<file path="config.mk">
export PLATFORM = sky130hd
export DESIGN_NAME = bps_sequencer
export DESIGN_NICKNAME = d
export VERILOG_FILES = /design/src/hw/bps_pkg.sv /design/src/hw/bps_drv_if.sv /design/src/hw/bps_coil_decode.sv /design/src/hw/bps_sequencer.sv
export SDC_FILE = /design/constraint.sdc
export NUM_CORES = 1
export LEC_CHECK = 0
export ABC_CLOCK_PERIOD_IN_PS = 2600
export BUFFER_PORTS_ARGS = -buffer_cell sky130_fd_sc_hd__buf_2
export CAP_MARGIN = 0
export CORE_AREA = 3 3 87 121
export CTS_CLUSTER_DIAMETER = 100
export CTS_CLUSTER_SIZE = 40
export DETAILED_ROUTE_END_ITERATION = 8
export DIE_AREA = 0 0 90 124
export GPL_ROUTABILITY_DRIVEN = 0
export GPL_TIMING_DRIVEN = 0
export PLACE_DENSITY_LB_ADDON = 0.1
export SLEW_MARGIN = 20
export SYNTH_ARGS = -nofsm -noshare
export SYNTH_HDL_FRONTEND = slang
export SYNTH_SLANG_ARGS = --single-unit
</file>
<file path="constraint.sdc">
create_clock -name hclk -period 2.6 [get_ports hclk]
set_clock_uncertainty 0.1 [all_clocks]
set_input_delay 0.39 -clock hclk [delete_from_list [all_inputs] [get_ports hclk]]
set_output_delay 0.39 -clock hclk [all_outputs]
set_load 0.01 [all_outputs]
</file>
<file path="src/hw/bps_pkg.sv">
// Package with register map, field layout, reset values and phase codes of the stepper sequencer.
package bps_pkg;

    // Register byte offsets.
    localparam logic [7:0] CTRL_OFS    = 8'h00;
    localparam logic [7:0] BIAS_OFS    = 8'h04;
    localparam logic [7:0] STEP_OFS    = 8'h08;
    localparam logic [7:0] STATUS_OFS  = 8'h0C;
    localparam logic [7:0] STEPCNT_OFS = 8'h10;

    // Control register fields.
    localparam int CTRL_DIR_BIT  = 0;
    localparam int CTRL_SIZE_BIT = 1;
    localparam int CTRL_IMP_BIT  = 2;
    localparam int CTRL_OPEN_BIT = 3;
    localparam int CTRL_W        = 4;

    // Status register fields.
    localparam int STAT_PH_LSB   = 0;
    localparam int STAT_HOME_BIT = 3;
    localparam int STAT_HS_LSB   = 4;
    localparam int STAT_LS_LSB   = 8;
    localparam int STAT_OPEN_BIT = 12;

    // Reset values; the set line starts open so the coils stay off until released.
    localparam logic [3:0]  CTRL_RST = 4'h8;
    localparam logic [7:0]  BIAS_RST = 8'h80;
    localparam logic [15:0] CNT_RST  = 16'h0000;

    // Coil pattern per phase, one bit per phase A..H (bit 0 is A).
    localparam logic [7:0] COIL1_ON  = 8'hDD;
    localparam logic [7:0] COIL1_POS = 8'hC1;
    localparam logic [7:0] COIL2_ON  = 8'h77;
    localparam logic [7:0] COIL2_POS = 8'h07;

    // Switch patterns that show phase A at the coil outputs.
    localparam logic [3:0] PHA_HS = 4'h5;
    localparam logic [3:0] PHA_LS = 4'hA;

    // Sequencer phase, half-step numbering.
    typedef enum logic [2:0] {
        BPS_PH_A = 3'h0,
        BPS_PH_B = 3'h1,
        BPS_PH_C = 3'h2,
        BPS_PH_D = 3'h3,
        BPS_PH_E = 3'h4,
        BPS_PH_F = 3'h5,
        BPS_PH_G = 3'h6,
        BPS_PH_H = 3'h7
    } bps_phase_t;

endpackage

</file>
<file path="src/hw/bps_drv_if.sv">
// Interface between the sequencer and the coil decoder.
`timescale 1ns/100ps
interface bps_drv_if;
    bps_pkg::bps_phase_t phase;
    logic                half_mode;
    logic                idle_low_z;
    logic                set_open;
    logic [3:0]          hs_on;
    logic [3:0]          ls_on;
    logic                home_on;

    modport seq (output phase, half_mode, idle_low_z, set_open, input hs_on, ls_on, home_on);
    modport dec (input phase, half_mode, idle_low_z, set_open, output hs_on, ls_on, home_on);
endinterface

</file>
<file path="src/hw/bps_coil_decode.sv">
// Coil switch decoder: turns the phase into high-side and low-side switch controls.
`timescale 1ns/100ps
module bps_coil_decode (
    input wire logic hclk,
    input wire logic hresetn,
    bps_drv_if.dec   drv
);

    logic [7:0] on_tab [2];
    logic [7:0] pos_tab[2];

    assign on_tab[0]  = bps_pkg::COIL1_ON;
    assign on_tab[1]  = bps_pkg::COIL2_ON;
    assign pos_tab[0] = bps_pkg::COIL1_POS;
    assign pos_tab[1] = bps_pkg::COIL2_POS;

    // Switch registers; a set line open or reset leaves every switch off.
    always_ff @(posedge hclk or negedge hresetn)
    begin
        if (!hresetn)
        begin
            drv.hs_on <= 4'h0;
            drv.ls_on <= 4'h0;
        end
        else
        begin
            for (int k = 0; k < 2; k++)
            begin
                if (drv.set_open)
                begin
                    drv.hs_on[2*k]   <= 1'b0;
                    drv.ls_on[2*k]   <= 1'b0;
                    drv.hs_on[2*k+1] <= 1'b0;
                    drv.ls_on[2*k+1] <= 1'b0;
                end
                else if (on_tab[k][drv.phase])
                begin
                    drv.hs_on[2*k]   <= pos_tab[k][drv.phase];
                    drv.ls_on[2*k]   <= !pos_tab[k][drv.phase];
                    drv.hs_on[2*k+1] <= !pos_tab[k][drv.phase];
                    drv.ls_on[2*k+1] <= pos_tab[k][drv.phase];
                end
                else
                begin
                    drv.hs_on[2*k]   <= drv.half_mode && drv.idle_low_z;
                    drv.ls_on[2*k]   <= 1'b0;
                    drv.hs_on[2*k+1] <= drv.half_mode && drv.idle_low_z;
                    drv.ls_on[2*k+1] <= 1'b0;
                end
            end
        end
    end

    // Home indicator follows the phase, and turns on at the same edge as the switches go off when the set line opens.
    always_ff @(posedge hclk or negedge hresetn)
    begin
        if (!hresetn)
            drv.home_on <= 1'b1;
        else
            drv.home_on <= drv.set_open || (drv.phase == bps_pkg::BPS_PH_A);
    end
endmodule

</file>
<file path="src/hw/bps_sequencer.sv">
// Stepper phase sequencer with AHB-Lite register access and coil switch outputs.
//
// The AHB-Lite slave port and the register addresses are this design's own decisions.
`timescale 1ns/100ps

module bps_sequencer (
    input  wire logic        hclk,
    input  wire logic        hresetn,
    input  wire logic        hsel,
    input  wire logic [31:0] haddr,
    input  wire logic [1:0]  htrans,
    input  wire logic        hwrite,
    input  wire logic [2:0]  hsize,
    input  wire logic [31:0] hwdata,
    input  wire logic        hready,
    output logic      [31:0] hrdata,
    output logic             hreadyout,
    output logic             hresp,
    input  wire logic        step_clk_pin,
    output logic      [3:0]  coil_hs_on,
    output logic      [3:0]  coil_ls_on,
    output logic             home_phase_indicator_o,
    output logic             home_phase_indicator_oe_n,
    output logic      [7:0]  bias_current
);

    bps_drv_if drv ();

    logic [bps_pkg::CTRL_W-1:0] ctrl_r;
    logic [7:0]                 bias_r;
    logic [15:0]                step_cnt_r;
    logic [31:0]                hrdata_r;
    logic [31:0]                rd_nxt;
    logic [7:0]                 addr_r;
    logic                       wr_pend_r;
    logic                       rd_wait_r;
    logic                       step_s1_r;
    logic                       step_s2_r;
    logic                       step_s3_r;
    logic                       accept;
    logic                       wr_en;
    logic                       step_wr;
    logic                       pin_rise;
    logic                       step_go;
    logic                       set_open;
    logic                       dir_desc;
    logic                       half_mode;
    bps_pkg::bps_phase_t        phase_r;

    // Next phase from the present one, the direction and the step size.
    function automatic bps_pkg::bps_phase_t next_phase(
        input bps_pkg::bps_phase_t p,
        input logic                desc,
        input logic                half
    );
        logic [2:0] delta;
        delta = 3'h0;
        if (half)
            delta = desc ? 3'h7 : 3'h1;
        else if (p[0])
            delta = desc ? 3'h7 : 3'h1;
        else
            delta = desc ? 3'h6 : 3'h2;
        return bps_pkg::bps_phase_t'(3'(p + delta));
    endfunction

    // Control fields as the sequencer sees them.
    assign set_open  = ctrl_r[bps_pkg::CTRL_OPEN_BIT];
    assign dir_desc  = ctrl_r[bps_pkg::CTRL_DIR_BIT];
    assign half_mode = ctrl_r[bps_pkg::CTRL_SIZE_BIT];

    // Bus address phase is taken on a selected, ready, non-idle transfer.
    assign accept  = hsel && hready && htrans[1];
    assign wr_en   = wr_pend_r;
    assign step_wr = wr_en && (addr_r == bps_pkg::STEP_OFS) && hwdata[0];

    // Reads insert one wait state so that a write just before is visible.
    assign hreadyout = !rd_wait_r;
    assign hresp     = 1'b0;
    assign hrdata    = hrdata_r;

    // Address phase capture.
    always_ff @(posedge hclk or negedge hresetn)
    begin
        if (!hresetn)
        begin
            addr_r    <= 8'h00;
            wr_pend_r <= 1'b0;
            rd_wait_r <= 1'b0;
        end
        else
        begin
            if (hreadyout)
            begin
                addr_r    <= accept ? {haddr[7:2], 2'b00} : addr_r;
                wr_pend_r <= accept && hwrite;
                rd_wait_r <= accept && !hwrite;
            end
            else
            begin
                wr_pend_r <= 1'b0;
                rd_wait_r <= 1'b0;
            end
        end
    end

    // Read multiplexer; unmapped offsets read as zero.
    always_comb
    begin
        rd_nxt = 32'h0000_0000;
        unique case (addr_r)
            bps_pkg::CTRL_OFS:
                rd_nxt[bps_pkg::CTRL_W-1:0] = ctrl_r;
            bps_pkg::BIAS_OFS:
                rd_nxt[7:0] = bias_r;
            bps_pkg::STATUS_OFS:
            begin
                rd_nxt[bps_pkg::STAT_PH_LSB +: 3]  = phase_r;
                rd_nxt[bps_pkg::STAT_HOME_BIT]     = drv.home_on;
                rd_nxt[bps_pkg::STAT_HS_LSB +: 4]  = drv.hs_on;
                rd_nxt[bps_pkg::STAT_LS_LSB +: 4]  = drv.ls_on;
                rd_nxt[bps_pkg::STAT_OPEN_BIT]     = set_open;
            end
            bps_pkg::STEPCNT_OFS:
                rd_nxt[15:0] = step_cnt_r;
            default:
                rd_nxt = 32'h0000_0000;
        endcase
    end

    // Read data register, loaded in the wait state.
    always_ff @(posedge hclk or negedge hresetn)
    begin
        if (!hresetn)
            hrdata_r <= 32'h0000_0000;
        else if (rd_wait_r)
            hrdata_r <= rd_nxt;
    end

    // Control register; the set line starts open as a power-up hold.
    always_ff @(posedge hclk or negedge hresetn)
    begin
        if (!hresetn)
            ctrl_r <= bps_pkg::CTRL_RST;
        else if (wr_en && addr_r == bps_pkg::CTRL_OFS)
            ctrl_r <= hwdata[bps_pkg::CTRL_W-1:0];
    end

    // Bias current level; a standby value leaves the phase alone.
    always_ff @(posedge hclk or negedge hresetn)
    begin
        if (!hresetn)
            bias_r <= bps_pkg::BIAS_RST;
        else if (wr_en && addr_r == bps_pkg::BIAS_OFS)
            bias_r <= hwdata[7:0];
    end

    assign bias_current = bias_r;

    // Step pin synchroniser and rising edge detector.
    always_ff @(posedge hclk or negedge hresetn)
    begin
        if (!hresetn)
        begin
            step_s1_r <= 1'b0;
            step_s2_r <= 1'b0;
            step_s3_r <= 1'b0;
        end
        else
        begin
            step_s1_r <= step_clk_pin;
            step_s2_r <= step_s1_r;
            step_s3_r <= step_s2_r;
        end
    end

    assign pin_rise = step_s2_r && !step_s3_r;
    assign step_go  = (pin_rise || step_wr) && !set_open;

    // Phase sequencer; the open set line presets phase A.
    always_ff @(posedge hclk or negedge hresetn)
    begin
        if (!hresetn)
            phase_r <= bps_pkg::BPS_PH_A;
        else if (set_open)
            phase_r <= bps_pkg::BPS_PH_A;
        else if (step_go)
            phase_r <= next_phase(phase_r, dir_desc, half_mode);
    end

    // Count of steps taken; a write to the counter clears it.
    always_ff @(posedge hclk or negedge hresetn)
    begin
        if (!hresetn)
            step_cnt_r <= bps_pkg::CNT_RST;
        else if (wr_en && addr_r == bps_pkg::STEPCNT_OFS)
            step_cnt_r <= bps_pkg::CNT_RST;
        else if (step_go)
            step_cnt_r <= 16'(step_cnt_r + 16'h0001);
    end

    // Decoder hookup.
    assign drv.phase      = phase_r;
    assign drv.half_mode  = half_mode;
    assign drv.idle_low_z = ctrl_r[bps_pkg::CTRL_IMP_BIT];
    assign drv.set_open   = set_open;

    bps_coil_decode u_dec (
        .hclk    (hclk),
        .hresetn (hresetn),
        .drv     (drv)
    );

    // Coil and indicator pins; the indicator pulls low in phase A and while the set line is open.
    assign coil_hs_on                = drv.hs_on;
    assign coil_ls_on                = drv.ls_on;
    assign home_phase_indicator_o    = 1'b0;
    assign home_phase_indicator_oe_n = !drv.home_on;
endmodule
</file>
Yosys cells after proc, flatten, opt, wreduce, memory -nomap -nowiden:

Memory sizes are Yosys's and may differ from the RTL's.
Cells that the tools add are included.

* register bits after elaboration: 67
* ROM bits: 32
* output and inout port bits: 52
* word-level logic and storage cells: 80
* memories: 4

Memory list
* (name not given): words 8, width 1, rd ports 1, clocked after memory_dff 0, write ports 0, line bps_coil_decode.sv:38 `drv.hs_on[2*k] <= pos_tab[k][drv.phase];`
* (name not given): words 8, width 1, rd ports 1, clocked after memory_dff 0, write ports 0, line bps_coil_decode.sv:36 `else if (on_tab[k][drv.phase])`
* (name not given): words 8, width 1, rd ports 1, clocked after memory_dff 0, write ports 0, line bps_coil_decode.sv:38
* (name not given): words 8, width 1, rd ports 1, clocked after memory_dff 0, write ports 0, line bps_coil_decode.sv:36

* add/sub/neg operators: 2
* magnitude comparators: 1
* eq/ne operators: 4
* muxes and demuxes: 28
* bitwise gates (word level): 1
* reduce and logical (&&, ||, !) cells: 26

Operator list (number)
* 16-bit two-way mux: 2
* 3-bit two-way mux: 9
* 16-bit by 1-bit adder with 16-bit output (second input constant): 1
* 2-bit two-way mux: 8
* 4-bit one-hot mux with 4 select lines: 1
* 6-bit by 2-bit equality test with 1-bit output (second input constant): 2
* 1-bit logical AND: 12
* 4-bit one-hot mux with 3 select lines: 1
* 5-bit one-hot mux with 2 select lines: 1
* 8-bit logical NOT: 1
* 1-bit logical NOT: 7
* 6-bit by 1-bit equality test with 1-bit output (second input constant): 1
* 6-bit by 3-bit equality test with 1-bit output (second input constant): 1
* 1-bit two-way mux: 6
* 3-bit by 4-bit less-than comparator with 1-bit output (second input constant): 1
* 2-bit nonzero test: 2
* 3-bit adder: 1
* 3-bit logical NOT: 1
* 1-bit logical OR: 2
* 2-bit AND reduction: 1
* 1-bit inverter: 1

Logic depth before layout (Yosys ltp):

* depth in word-level cells: 10
* gate-level depth with buffers: 7
* mapped depth without buffers: 5

Cells and area by module:

Synthesis repeated with hierarchy kept, for this count alone.

* cell total of the unflattened synthesis: 303
* area total of the unflattened synthesis: 3275.6 um^2

By module, submodules not included
* bps_sequencer: instances 1, cells an instance 275, area an instance 2921.6 um^2
* bps_coil_decode: instances 1, cells an instance 28, area an instance 354.1 um^2

Worst setup path before layout:

OpenSTA, ideal clock, no wires.

* path kind: register -> register
* start: register addr_r[7]
* end: register step_cnt_r[10]
* arrival: 1.984 ns
* slack: 0.438 ns
* cell stages (with the launch flop): 7
* clock period less this slack: 2.162 ns
* cells stage by stage: dfrtp_1 > or4_4 > buf_6 > o22a_4 > buf_6 > or4_1 > a21oi_1

* word-level cells in the longest chain between the ends: 6
* elaborated cells between the ends (all ways): 9
* classes of those cells: eq/ne: 2; mux: 1; reduce/logical: 6

RTL lines
* start: declaration: line bps_sequencer.sv:34 `logic [7:0] addr_r;`
* start signal: assignment: line bps_sequencer.sv:95 `addr_r <= accept ? {haddr[7:2], 2'b00} : addr_r;`
* 6-bit by 2-bit equality test with 1-bit output: line bps_sequencer.sv:75 `assign step_wr = wr_en && (addr_r == bps_pkg::STEP_OFS) && hwdata[0];`
* 1-bit logical AND (2 in series): line bps_sequencer.sv:75
* 1-bit logical OR: line bps_sequencer.sv:178 `assign step_go = (pin_rise || step_wr) && !set_open;`
* 1-bit logical AND: line bps_sequencer.sv:178
* 2-bit nonzero test (no source line)
* end signal: assignment: line bps_sequencer.sv:195 `step_cnt_r <= bps_pkg::CNT_RST;`
* end signal: assignment: line bps_sequencer.sv:197 `step_cnt_r <= bps_pkg::CNT_RST;`
* end signal: assignment: line bps_sequencer.sv:199 `step_cnt_r <= 16'(step_cnt_r + 16'h0001);`
* end: declaration: line bps_sequencer.sv:31 `logic [15:0] step_cnt_r;`

Several ways; a longest one is shown, not always the timed one.
A chain may end at the register's enable or synchronous reset.

Worst setup path after layout:

* start: register addr_r[7]
* end: register bias_r[1] (netlist: bias_current[1])

* word-level cells in the longest chain between the ends: 2

RTL lines
* 6-bit by 1-bit equality test with 1-bit output: line bps_sequencer.sv:154 `else if (wr_en && addr_r == bps_pkg::BIAS_OFS)`
* 1-bit logical AND: line bps_sequencer.sv:154
* end signal: assignment: line bps_sequencer.sv:153 `bias_r <= bps_pkg::BIAS_RST;`
* end signal: assignment: line bps_sequencer.sv:155 `bias_r <= hwdata[7:0];`
* end: declaration: line bps_sequencer.sv:30 `logic [7:0] bias_r;`

Every way passes these cells.

==> results.cfg <==
[status]
outcome = finished clean

[clocking]
cts-root-to-sink-buffers = 2
cts-buffers-inserted = 9
clkSinkCount = 67
cts-htree-levels = 3
cts_setup_buffers = 0
clk_root_buffer_cell = sky130_fd_sc_hd__clkbuf_16
cts_tree = yes
clk_pin_slew_ns = 0.05
insertion_delay_ns = 0.34

[timing]
hold_slack_ns = 0.0685
setup_viol = 0
timing_limited_maximum_frequency_mhz = 407
rsz0062_at_grt = false
final_max_slew_viol_count = 0
post-route-min-period_ns = 2.46
timing_hold_violations_final = 0
postLayoutSetupSlackWorst_ns = 0.142
tightestPinTransition_ns = 0.552
timing.setup.tns_ns = 0
final.period_utilization = 0.945
timing.slew.headroom = 0.632

[place]
pre_cts_slack_ns = 0.160
io_buffers = 54
hpwl_reported_at_the_end_of_detailed_placement_mm = 6.36
post-place-cells = 514

[synth]
async_reset_ff_frac = 1.00
yosysTopAreaCellShare = 0.485
synth_cell_types = 48
yosys_warnings = 0
ys_top_cells_by_area = sky130_fd_sc_hd__dfrtp_1 48%, sky130_fd_sc_hd__mux2_2 7.5%, sky130_fd_sc_hd__a21oi_1 4.1%, sky130_fd_sc_hd__buf_4 4.1%, sky130_fd_sc_hd__dfstp_2 2.4%
syn-instance-count = 310
seq_area_frac_synth = 0.509
postSynthRegisterBits = 67
synth_enable_flop_cells = 0
synth_most_common_cell = sky130_fd_sc_hd__dfrtp_1
flip_flop_cell_with_the_highest_count_after_synthesis = sky130_fd_sc_hd__dfrtp_1
synth_top_area_cell = sky130_fd_sc_hd__dfrtp_1
syn_area_mm2 = 0.00330
syn_avg_cell_area_um2 = 10.7
synth.top_cells.by_count = 64 x sky130_fd_sc_hd__dfrtp_1, 27 x sky130_fd_sc_hd__a21oi_1, 22 x sky130_fd_sc_hd__mux2_2

[floorplanning]
coreArea_mm2 = 0.00956
initial_utilization = 0.345
num_rows = 42
die-area_mm2 = 0.0112
floorplan.io_pins = 127
chipHeight_um = 124
die_x_um = 90

[drt]
route.antenna.remaining_nets = 0
wl_per_cell_um = 16.2
detail_route.iter0.violations = 98
vias = 2609
detailedRoute.firstPassIterationCount = 4
postRouteWirelength_mm = 8.60
drcViolationCount = 0
vias_per_cell = 4.92

[grt]
grt.overflow.total = 0
number_of_global_route_vias_before_repair = 2697
first_pass_grt_wire_length_mm = 13.9
largest_net_degree_at_the_start_of_global_routing = 35
number_of_antenna_violations_at_the_first_check_in_global_routing = 0
grt_use_total = 0.163

[finish]
antenna_cells_inserted = 0
drive_gt1_frac = 0.302
flow.area_growth_from_synthesis_pct = 25.4
layout.cells.non_filler = 530
design.final.nets = 471

[pwr]
combinationalPowerShare = 0.207
switching_share = 0.310
total_power_mw = 3.40
p_leak_nw = 1.83
switchingPower_mw = 1.05
power.clock.fraction = 0.362
power.density_mw_per_mm2 = 821
internal_power_mw = 2.35
power.share.sequential = 0.431
ir_worst_vdd_mv = 0.422

[setup_path]
timing.critical_path.from_type = register
timing.critical_path.arrival_ns = 2.57
ff2ff_path_depth = 5
critPathMaxFanout = 10
timing_worst_setup_path_type = register to register
worst_ep_required_time_ns = 2.72
capturing_element_type_of_the_critical_path = register

[run]
drv.max_cap_violation_count = 0

[worst_hold_path]
min_path_cells = 1
timing.hold.worst.class = primary input to register
==> sequential cells by signal, summed over array words and instances (netlist names), 3 cells and up <==
name,count
hrdata,16
step_cnt_r,16
bias_current,8
addr_r,6
ctrl_r,4
u_dec.drv.hs_on,4
u_dec.drv.ls_on,4
drv.phase,3
==> what timing repair did <==
action                     in CTS  in global routing
setup endpoints to repair       0                  1
resized for setup               0                  1
hold endpoints to repair       33                  0
hold buffers                    1                  0
==> final cells by class <==
class                      instances  area [um^2]
inverter                           9         33.8
clock buffer                      11          253
clock inverter                     4         50.0
timing repair buffer              56          303
multi-input combinational        214         1440
fill                             968         5420
tap                              132          165
buffer                            37          221
sequential                        67         1680
==> cell families after synthesis <==
| family | share of synthesized area |
|---|---|
| buffers and inverters | 0.0772 |
| and+or+nand+nor | 0.162 |
| xor gates and xnor gates | 0.00265 |
| other | 0.00113 |
| muxes | 0.0931 |
| AOI/OAI and AO/OA | 0.145 |
| DFF | 0.509 |
| adders and majority gates | 0.00984 |
==> worst paths after layout <==
| path | start | to | slack [ns] |
|---|---|---|---|
| worst max-delay path | addr_r[7]$_DFFE_PN0P_ | bias_current[1]$_DFFE_PN0P_ | 0.14 |
| worst min-delay path | step_clk_pin | step_s1_r$_DFF_PN0_ | 0.07 |
| worst max register to register | addr_r[7]$_DFFE_PN0P_ | bias_current[1]$_DFFE_PN0P_ | 0.14 |
| worst min register to register | step_s1_r$_DFF_PN0_ | step_s2_r$_DFF_PN0_ | 0.25 |
| max in group asynchronous | hresetn | u_dec.drv.home_on$_DFF_PN1_ | 1.35 |
| min in group asynchronous | hresetn | addr_r[6]$_DFFE_PN0P_ | 0.45 |
==> layout by cell type, fill, tap and decap left out, types with 9 or more instances in the layout <==
cell | netlist | layout
sky130_fd_sc_hd__nor2_1 | 21 | 21
sky130_fd_sc_hd__clkbuf_1 | 15 | 15
sky130_fd_sc_hd__a21oi_1 | 27 | 27
sky130_fd_sc_hd__dfrtp_1 | 64 | 64
sky130_fd_sc_hd__conb_1 | 1 | 18
sky130_fd_sc_hd__buf_2 | 0 | 53
sky130_fd_sc_hd__o21ai_0 | 10 | 10
sky130_fd_sc_hd__mux2_2 | 22 | 22
sky130_fd_sc_hd__buf_4 | 18 | 19
sky130_fd_sc_hd__nand2_1 | 9 | 9
sky130_fd_sc_hd__clkbuf_16 | 0 | 9
==> critical path, cell delays in order, from the launching register on <==
cell and delay (ns):
sky130_fd_sc_hd__dfrtp_1 0.41, sky130_fd_sc_hd__or4_4 0.54, sky130_fd_sc_hd__buf_6 0.16, sky130_fd_sc_hd__nor2_2 0.34
sky130_fd_sc_hd__nand3b_1 0.40, sky130_fd_sc_hd__mux2_2 0.39
==> through the flow <==
stage | instance area [um^2] | util
global placement | 3800 | 0.398
detailed placement | 3830 | 0.400
CTS | 4140 | 0.433
global route | 4150 | 0.433
finish | 4150 | 0.433
floorplan | 3370 | -
==> power by group through the flow <==
stage	Clock, mW	Sequential, mW	Combinational (mW)
after detailed placement	0	1.48	0.710
after global placement	0	1.48	0.697
after CTS	1.26	1.47	0.714
after floorplan	0	1.44	0.451
after global routing	1.31	1.50	0.808
final	1.23	1.47	0.704
==> routing by layer <==
| layer | GRT usage | wire [um] | up-vias | share of wire |
|---|---|---|---|---|
| li1 | - | - | 1278 | - |
| met1 | 0.190 | 3560 | 1233 | 0.41 |
| met2 | 0.286 | 4420 | 84 | 0.51 |
| met3 | 0.0266 | 399 | 14 | 0.046 |
| met4 | 0.0967 | 224 | 0 | 0.026 |
| met5 | 0 | 0 | - | 0 |
Note: power is estimated with default switching activity, not from simulation.
